===== config.mk =====
export PLATFORM = sky130hd
export DESIGN_NAME = fpd_regs
export DESIGN_NICKNAME = d
export VERILOG_FILES = /design/src/fpd_pkg.sv /design/src/fpd_regs.sv
export VERILOG_INCLUDE_DIRS = /design/src
export SDC_FILE = /design/constraint.sdc
export NUM_CORES = 1
export LEC_CHECK = 0
export BUFFER_PORTS_ARGS = -buffer_cell sky130_fd_sc_hd__buf_2
export CORE_ASPECT_RATIO = 0.8
export CORE_UTILIZATION = 38
export DETAILED_ROUTE_END_ITERATION = 10
export PLACE_DENSITY = 0.67
export SYNTH_ARGS = -nofsm -noshare
export SYNTH_HDL_FRONTEND = slang
export SYNTH_SLANG_ARGS = --single-unit

===== constraint.sdc =====
create_clock -name CLK -period 1.6 [get_ports CLK]
set_input_delay 0.08 -clock CLK [delete_from_list [all_inputs] [get_ports CLK]]
set_output_delay 0.08 -clock CLK [all_outputs]
set_load 0.03 [all_outputs]

===== src/fpd_cfg.svh =====
`ifndef FPD_CFG_SVH
`define FPD_CFG_SVH

// Register offsets
`define FPD_ADDR_FAN1_DUTY   8'h30
`define FPD_ADDR_FAN2_DUTY   8'h31
`define FPD_ADDR_FAN3_DUTY   8'h32
`define FPD_ADDR_MAKER_ID    8'h3E
`define FPD_ADDR_REVISION    8'h3F
`define FPD_ADDR_CTRL        8'h40

// Control register fields
`define FPD_CTRL_START_BIT   0
`define FPD_CTRL_LOCK_BIT    1
`define FPD_CTRL_READY_BIT   2
`define FPD_CTRL_FORCE_BIT   3

// Reset values and duty codes
`define FPD_DUTY_FULL        8'hFF
`define FPD_DUTY_ZERO        8'h00
`define FPD_CTRL_RESET       8'h00
`define FPD_READ_IDLE        8'h00

// Identification values, arbitrary and neutral
`define FPD_MAKER_ID         8'hA5
`define FPD_BASE_NUMBER      4'h3
`define FPD_STEPPING         4'h9

// Power-up settle time
`define FPD_CLK_PERIOD_NS    8
`define FPD_POWERUP_NS       1000
`define FPD_POWERUP_CYCLES   ((`FPD_POWERUP_NS + `FPD_CLK_PERIOD_NS - 1) / `FPD_CLK_PERIOD_NS)
`define FPD_CNT_W            8

`endif


===== src/fpd_pkg.sv =====
`include "fpd_cfg.svh"

package fpd_pkg;

  // Power-up sequence, Gray coded
  typedef enum logic [1:0] {
    FPD_ST_POWERUP = 2'b00,
    FPD_ST_WAITCNV = 2'b01,
    FPD_ST_READY   = 2'b11
  } fpd_phase_t;

  // Whole state of the register slice
  typedef struct packed {
    fpd_phase_t                 phase;
    logic [`FPD_CNT_W-1:0]      cnt;
    logic [2:0][7:0]            duty;
    logic [2:0][7:0]            pwm;
    logic                       start;
    logic                       lock;
    logic                       ready;
    logic                       force_full;
    logic [7:0]                 rdata;
  } fpd_state_t;

endpackage


===== src/fpd_regs.sv =====
// Functional notes
// RQ1 - Duty registers report present duty; reset value is all ones.
// RQ2 - With start set, duty registers and outputs follow the auto algorithm.
// RQ3 - Duty writes ignored unless that fan is manual; then byte sets duty.
// RQ4 - Duty byte is linear, value over 255, FF means full duty.
// RQ5 - Read-only eight-bit maker identification register with a fixed code.
// RQ6 - Revision: stepping low nibble, base number high nibble, bit 3 superset.
// RQ7 - Writes to identification registers change nothing.
// RQ8 - Writing start one selects programmed limits and parameters.
// RQ9 - Start zero selects built-in defaults, ignoring programmed registers.
// RQ10 - Toggling start leaves limit and parameter storage untouched.
// RQ11 - Start stays writable whatever the lock bit holds.
// RQ12 - Lock one makes limit registers read-only until power removal.
// RQ13 - Once set, lock cannot be cleared by software.
// RQ14 - Ready sets itself after power-up sequence and converters are good.
// RQ15 - Override one drives every output at full duty, lock or not.
// RQ16 - Override beats an output's disabled mode.
// RQ17 - Software should program limits before setting start.
// RQ18 - During spin-up a fan's duty reads as zero.
// RQ19 - Control: start 0, lock 1, ready 2, override 3; upper bits zero.
`timescale 1ns/1ps
`include "fpd_cfg.svh"

module fpd_regs
  import fpd_pkg::*;
(
  input  wire logic            CLK,
  input  wire logic            SRST,
  input  wire logic [7:0]      REG_ADDR,
  input  wire logic            REG_WR,
  input  wire logic            REG_RD,
  input  wire logic [7:0]      REG_WDATA,
  output logic      [7:0]      REG_RDATA,
  input  wire logic [2:0][7:0] AUTO_DUTY,
  input  wire logic [2:0]      MANUAL_MODE,
  input  wire logic [2:0]      DISABLED_MODE,
  input  wire logic [2:0]      SPINUP,
  input  wire logic            CONV_OK,
  output logic      [2:0][7:0] PWM_DUTY,
  output logic                 USE_PROGRAMMED,
  output logic                 LIMITS_LOCKED,
  output logic                 FORCE_FULL_DUTY,
  output logic                 DEVICE_READY
);

  localparam logic [`FPD_CNT_W-1:0] POWERUP_LAST = `FPD_CNT_W'(`FPD_POWERUP_CYCLES - 1);
  localparam logic [7:0] MAKER_ID = `FPD_MAKER_ID;
  localparam logic [7:0] REVISION = {`FPD_BASE_NUMBER, `FPD_STEPPING};

  fpd_state_t st_reg;
  fpd_state_t st_next;
  logic [2:0] duty_hit;
  logic       ctrl_hit;

  // Address decode, one comparator per duty register; the three sit at consecutive offsets
  for (genvar g = 0; g < 3; g++) begin : g_duty_hit
    assign duty_hit[g] = (REG_ADDR == 8'(`FPD_ADDR_FAN1_DUTY + g));
  end

  // Control register decode
  assign ctrl_hit = (REG_ADDR == `FPD_ADDR_CTRL);

  // Next-state logic for the whole slice
  always_comb begin
    st_next = st_reg;

    // Power-up sequence leading to ready
    case (st_reg.phase)
      FPD_ST_POWERUP: begin
        st_next.cnt = st_reg.cnt + `FPD_CNT_W'(1);
        if (st_reg.cnt == POWERUP_LAST) begin
          st_next.phase = FPD_ST_WAITCNV;
        end
      end
      FPD_ST_WAITCNV: begin
        if (CONV_OK) begin
          st_next.phase = FPD_ST_READY;
          st_next.ready = 1'b1; // [RQ14]
        end
      end
      FPD_ST_READY: begin
        st_next.ready = 1'b1;
      end
      default: begin
        st_next.phase = FPD_ST_POWERUP;
      end
    endcase

    // Per-fan duty update: manual write, else auto algorithm once started
    for (int i = 0; i < 3; i++) begin
      if (MANUAL_MODE[i]) begin
        if (REG_WR && duty_hit[i]) begin
          st_next.duty[i] = REG_WDATA; // [RQ3]
        end
      end else if (st_reg.start) begin
        st_next.duty[i] = AUTO_DUTY[i]; // [RQ2]
      end
      // Override first, then disabled, then stored duty code
      if (st_reg.force_full) begin
        st_next.pwm[i] = `FPD_DUTY_FULL; // [RQ15] [RQ16]
      end else if (DISABLED_MODE[i]) begin
        st_next.pwm[i] = `FPD_DUTY_ZERO;
      end else begin
        st_next.pwm[i] = st_next.duty[i]; // [RQ4]
      end
    end

    // Control register write; ready and upper bits are not writable
    // Lock only ever ORs in a one, so software can never clear it
    if (REG_WR && ctrl_hit) begin
      st_next.start      = REG_WDATA[`FPD_CTRL_START_BIT]; // [RQ11] [RQ8] [RQ9]
      st_next.lock       = st_reg.lock | REG_WDATA[`FPD_CTRL_LOCK_BIT]; // [RQ12] [RQ13]
      st_next.force_full = REG_WDATA[`FPD_CTRL_FORCE_BIT];
    end

    // Read data, captured one cycle after the read strobe
    // Spin-up masks the reported duty only; the driven output is untouched
    if (REG_RD) begin
      st_next.rdata = `FPD_READ_IDLE;
      case (REG_ADDR)
        `FPD_ADDR_FAN1_DUTY: st_next.rdata = SPINUP[0] ? `FPD_DUTY_ZERO : st_reg.duty[0]; // [RQ18]
        `FPD_ADDR_FAN2_DUTY: st_next.rdata = SPINUP[1] ? `FPD_DUTY_ZERO : st_reg.duty[1]; // [RQ18]
        `FPD_ADDR_FAN3_DUTY: st_next.rdata = SPINUP[2] ? `FPD_DUTY_ZERO : st_reg.duty[2]; // [RQ1]
        `FPD_ADDR_MAKER_ID:  st_next.rdata = MAKER_ID; // [RQ5] [RQ7]
        `FPD_ADDR_REVISION:  st_next.rdata = REVISION; // [RQ6] [RQ7]
        `FPD_ADDR_CTRL: begin
          st_next.rdata = {4'h0, st_reg.force_full, st_reg.ready,
                           st_reg.lock, st_reg.start}; // [RQ19]
        end
        default: st_next.rdata = `FPD_READ_IDLE;
      endcase
    end
  end

  // State register; reset values match a cold power-up
  // with full duty on every output and every control bit clear
  always_ff @(posedge CLK) begin
    if (SRST) begin
      st_reg.phase      <= FPD_ST_POWERUP;
      st_reg.cnt        <= '0;
      st_reg.duty       <= {3{`FPD_DUTY_FULL}}; // [RQ1]
      st_reg.pwm        <= {3{`FPD_DUTY_FULL}};
      st_reg.start      <= 1'b0;
      st_reg.lock       <= 1'b0;
      st_reg.ready      <= 1'b0;
      st_reg.force_full <= 1'b0;
      st_reg.rdata      <= `FPD_READ_IDLE;
    end else begin
      st_reg <= st_next;
    end
  end

  // Outputs come straight from the state flops
  assign REG_RDATA       = st_reg.rdata;
  assign PWM_DUTY        = st_reg.pwm;
  assign USE_PROGRAMMED  = st_reg.start; // [RQ8] [RQ9] [RQ10]
  assign LIMITS_LOCKED   = st_reg.lock; // [RQ12]
  assign FORCE_FULL_DUTY = st_reg.force_full;
  assign DEVICE_READY    = st_reg.ready;
endmodule // fpd_regs


==> out/summary.md <==
STA
• **worst slew margin relative to its limit** 57.6%
• **worst setup margin** 93.8 ps
• **share of the clock period used by the worst path** 94.1%
• **setup repair after global routing missed its margin** no
• **time the final worst path needs with I/O delays and setup** 1510 ps
• **clock tree skew after final layout** 4.46 ps
• **Max Freq** 664 MHz
• **Setup Viol. Count Final** 0
• **worst slew pin tran** 630 ps
• **total count of hold-check failures in the final report** 0
• **final slew viol count** 0

Clock network
• **number of post-CTS setup repair buffers** 0
• **CTS sink cnt** 70
• **number of levels the H-tree was split into** 3
• **source-to-sink clock delay at the later pin of the worst-skew pair** 330 ps
• **clock-pin slew reported for the worst setup and hold paths after clock tree synthesis** 60 ps
• **Root Buffer** sky130_fd_sc_hd__clkbuf_16
• **maximum buffer depth of the clock tree** 2
• **CTS tree** built
• **CTS Buf Count** 9

Power
• **internal power of the cells** 3.49 mW
• **Power, Total** 4.61 mW
• **leakage power summed over all cells** 1.77 nW
• **power spent charging and discharging nets** 1.12 mW
• **fraction of power spent switching nets** 24.3%
• **largest voltage drop on the vdd net** 0.000752 V
• **relative contribution of the clock network to total power** 50.1%
• **pwr dens** 1040 mW/mm^2
• **logic gate share of total power** 10.5%
• **sequential share of power** 39.4%

Floorplan
• **die outline area** 0.00997 mm^2
• **Core Area** 0.00915 mm^2
• **Die X** 111 um
• **top-level I/O count** 90
• **Die Ht** 89.5 um
• **Initial Utilization** 39.7%
• **num rows** 31

Routing
• **drt drc** 10
• **first-pass detailed-route iteration total** 10
• **number of violations reported at the end of detailed-routing iteration 0** 225
• **vias** 3411
• **antenna-violating nets left** 0
• **average wire length per cell after detail routing** 18.0 um
• **Via density** 5.73
• **DRT Wirelength** 10700 um

Worst setup path
• **critical path fanouts, max** 2
• **cells on worst reg2reg path** 4
• **category of the most critical setup path** register to register
• **CP max-delay cell** sky130_fd_sc_hd__or4b_4
• **reg-to-reg startpoint** st_reg[54]
• **Worst EP required** 1850 ps
• **reg-to-reg setup timing slack** 90 ps
• **Worst EP arrival** 1760 ps
• **kind of end point of the critical path** register
• **launching element type of the critical path** register
• **ordered list of cells on the worst path** or4b_4, a2111oi_4, a221oi_2, a311oi_1
• **highest cell delay on the worst timing path** 470 ps
• **start point of the critical path** st_reg[54]

Global route
• **largest net degree at the start of global routing** 26
• **wire length of the first global-routing pass** 16800 um
• **initial antenna violation count** 0
• **grt total ovfl** 0
• **via count of the first global-routing pass** 3228
• **GRT Overall Usage** 22.3%

Logic synthesis
• **total nets after synthesis** 464
• **number of enable-type register cells in the synthesized netlist** 0
• **biggest area consumer among synthesized cells** sky130_fd_sc_hd__dfxtp_1
• **average size of a mapped cell** 8.91 um^2
• **proportion of netlist area held by the largest area contributor** 38.5%
• **total number of yosys warnings** 0
• **Post-Synthesis Cell Area** 0.00364 mm^2
• **Primary FF master, synth** sky130_fd_sc_hd__dfxtp_1
• **most frequently used cell type in the post-synthesis netlist** sky130_fd_sc_hd__dfxtp_1
• **top cells by area, synth** sky130_fd_sc_hd__dfxtp_1 39%, sky130_fd_sc_hd__buf_4 6.6%, sky130_fd_sc_hd__nand2_1 4.4%
• **synthesized netlist cell count** 408
• **number of different library cells in the post-synthesis netlist** 65
• **synthesis-stage register bit count** 70
• **proportion of register bits with asynchronous set or reset after synthesis** 0%
• **sequential fraction of the synthesis area** 38.5%
• **top post-synthesis cells by count** 70 x sky130_fd_sc_hd__dfxtp_1, 43 x sky130_fd_sc_hd__nand2_1, 32 x sky130_fd_sc_hd__buf_4

Final layout
• **layout-stage area growth over the synthesis result** 21.8%
• **net count of the finished layout** 531
• **final non-filler cell area** 0.00443 mm^2
• **max reg flops** 34
• **layout cells sized above 1** 31.7%
• **count of placed standard cells in the final layout, fillers left out** 595
• **total inserted antenna cells** 0

Placement
• **placed wire-length estimate after detailed placement** 7960 um
• **post-placement cell area** 0.00403 mm^2
• **total placed cells including tap cells** 577
• **number of buffers added on ports** 89
• **Placer Congestion** 0.980
• **worst slack after detailed placement** -62.3 ps

Run status
• **failing checks** DRC
• **result of the run** complete, but fails checks

Min path
• **Hold Startpoint** REG_WDATA[0]
• **type of the tightest min-delay check** input port to register
• **Min-Delay Path Depth** 3

Flow run
• **max-cap check violation count** 0

power groups by stage:
stage          combinational (mW)  sequential, mW  clock (mW)
6_report                    0.486            1.82        2.31
4_1_cts                     0.479            1.82        2.35
3_3_place_gp                0.466            1.85           0
2_1_floorplan               0.325            1.85           0
5_1_grt                     0.524            1.82        2.42
3_5_place_dp                0.472            1.85           0
path summary, 6_finish.rpt:
path / to
setup / recovery: REG_RDATA[2]
hold reg to reg: REG_RDATA[6]
setup reg to reg: REG_RDATA[2]
hold / removal: USE_PROGRAMMED
what timing repair did:
action / 4_1_cts / 5_1_grt
gates resized for setup: 2 / 4
pin swaps: 0 / 2
setup endpoints to repair: 1 / 1
endpoints found under the hold margin: 2 / 0
hold buffers: 2 / 0
stage by stage:
stage | util (%) | hold slack, ps | TNS (ps)
2_1_floorplan | - | 176 | 0
3_3_place_gp | 44.1 | 327 | -230
3_5_place_dp | 44.1 | 341 | -122
4_1_cts | 48.2 | 3.43 | 0
5_1_grt | 48.4 | 48.1 | 0
6_report | 48.4 | 8.38 | 0
per-layer routing:
metal	part of all wire [%]	vias up	track usage, %
li1	-	1611	-
met1	44	1604	29.4
met2	45	166	35.6
met3	9.2	30	5.08
met4	2.2	0	9.46
met5	0	-	0
worst max-delay path, delay by kind of cell, from the launching register on:
kind / cells / cell delay (ps)
flops: 1 / 320
simple gates: 1 / 470
compound gates: 3 / 630
logic make-up after synthesis:
| group | after synthesis | synth area share, % |
|---|---|---|
| XOR/XNOR | 6 | 1.45 |
| adder cells (fa/ha/maj) | 2 | 0.688 |
| flip-flops | 70 | 38.5 |
| AO/OA/AOI/OAI | 114 | 22.8 |
| multiplexers | 17 | 4.82 |
| AND/OR/NAND/NOR | 131 | 20.0 |
| buffers and inverters | 68 | 11.7 |
cell usage in the layout (no fill, tap or decap), types with 5 or more instances in the layout:
cell,synthesis,final
sky130_fd_sc_hd__nand2_1,43,43
sky130_fd_sc_hd__o211ai_1,9,9
sky130_fd_sc_hd__a311oi_1,5,5
sky130_fd_sc_hd__o22ai_1,5,5
sky130_fd_sc_hd__and3b_1,5,5
sky130_fd_sc_hd__nand4_1,10,10
sky130_fd_sc_hd__mux2i_1,13,13
sky130_fd_sc_hd__a21oi_1,11,11
sky130_fd_sc_hd__dfxtp_1,70,68
sky130_fd_sc_hd__nand3_1,5,5
sky130_fd_sc_hd__o21ai_0,27,27
sky130_fd_sc_hd__inv_1,10,10
sky130_fd_sc_hd__a211o_1,5,5
sky130_fd_sc_hd__buf_4,32,20
sky130_fd_sc_hd__o221ai_1,10,10
sky130_fd_sc_hd__o21ai_1,7,7
sky130_fd_sc_hd__buf_2,3,89
sky130_fd_sc_hd__nor2b_1,10,10
sky130_fd_sc_hd__clkbuf_16,0,9
sky130_fd_sc_hd__nor2_1,23,23
layout make-up:
cell class,instances,area (um^2)
Sequential cell,70,1400
Tap cell,115,144
Fill cell,882,4720
Inverter,11,41.3
Multi-Input combinational cell,270,1840
Clock inverter,7,123
Clock buffer,9,225
Timing Repair Buffer,113,656
Note: power is estimated with default switching activity, not from simulation.
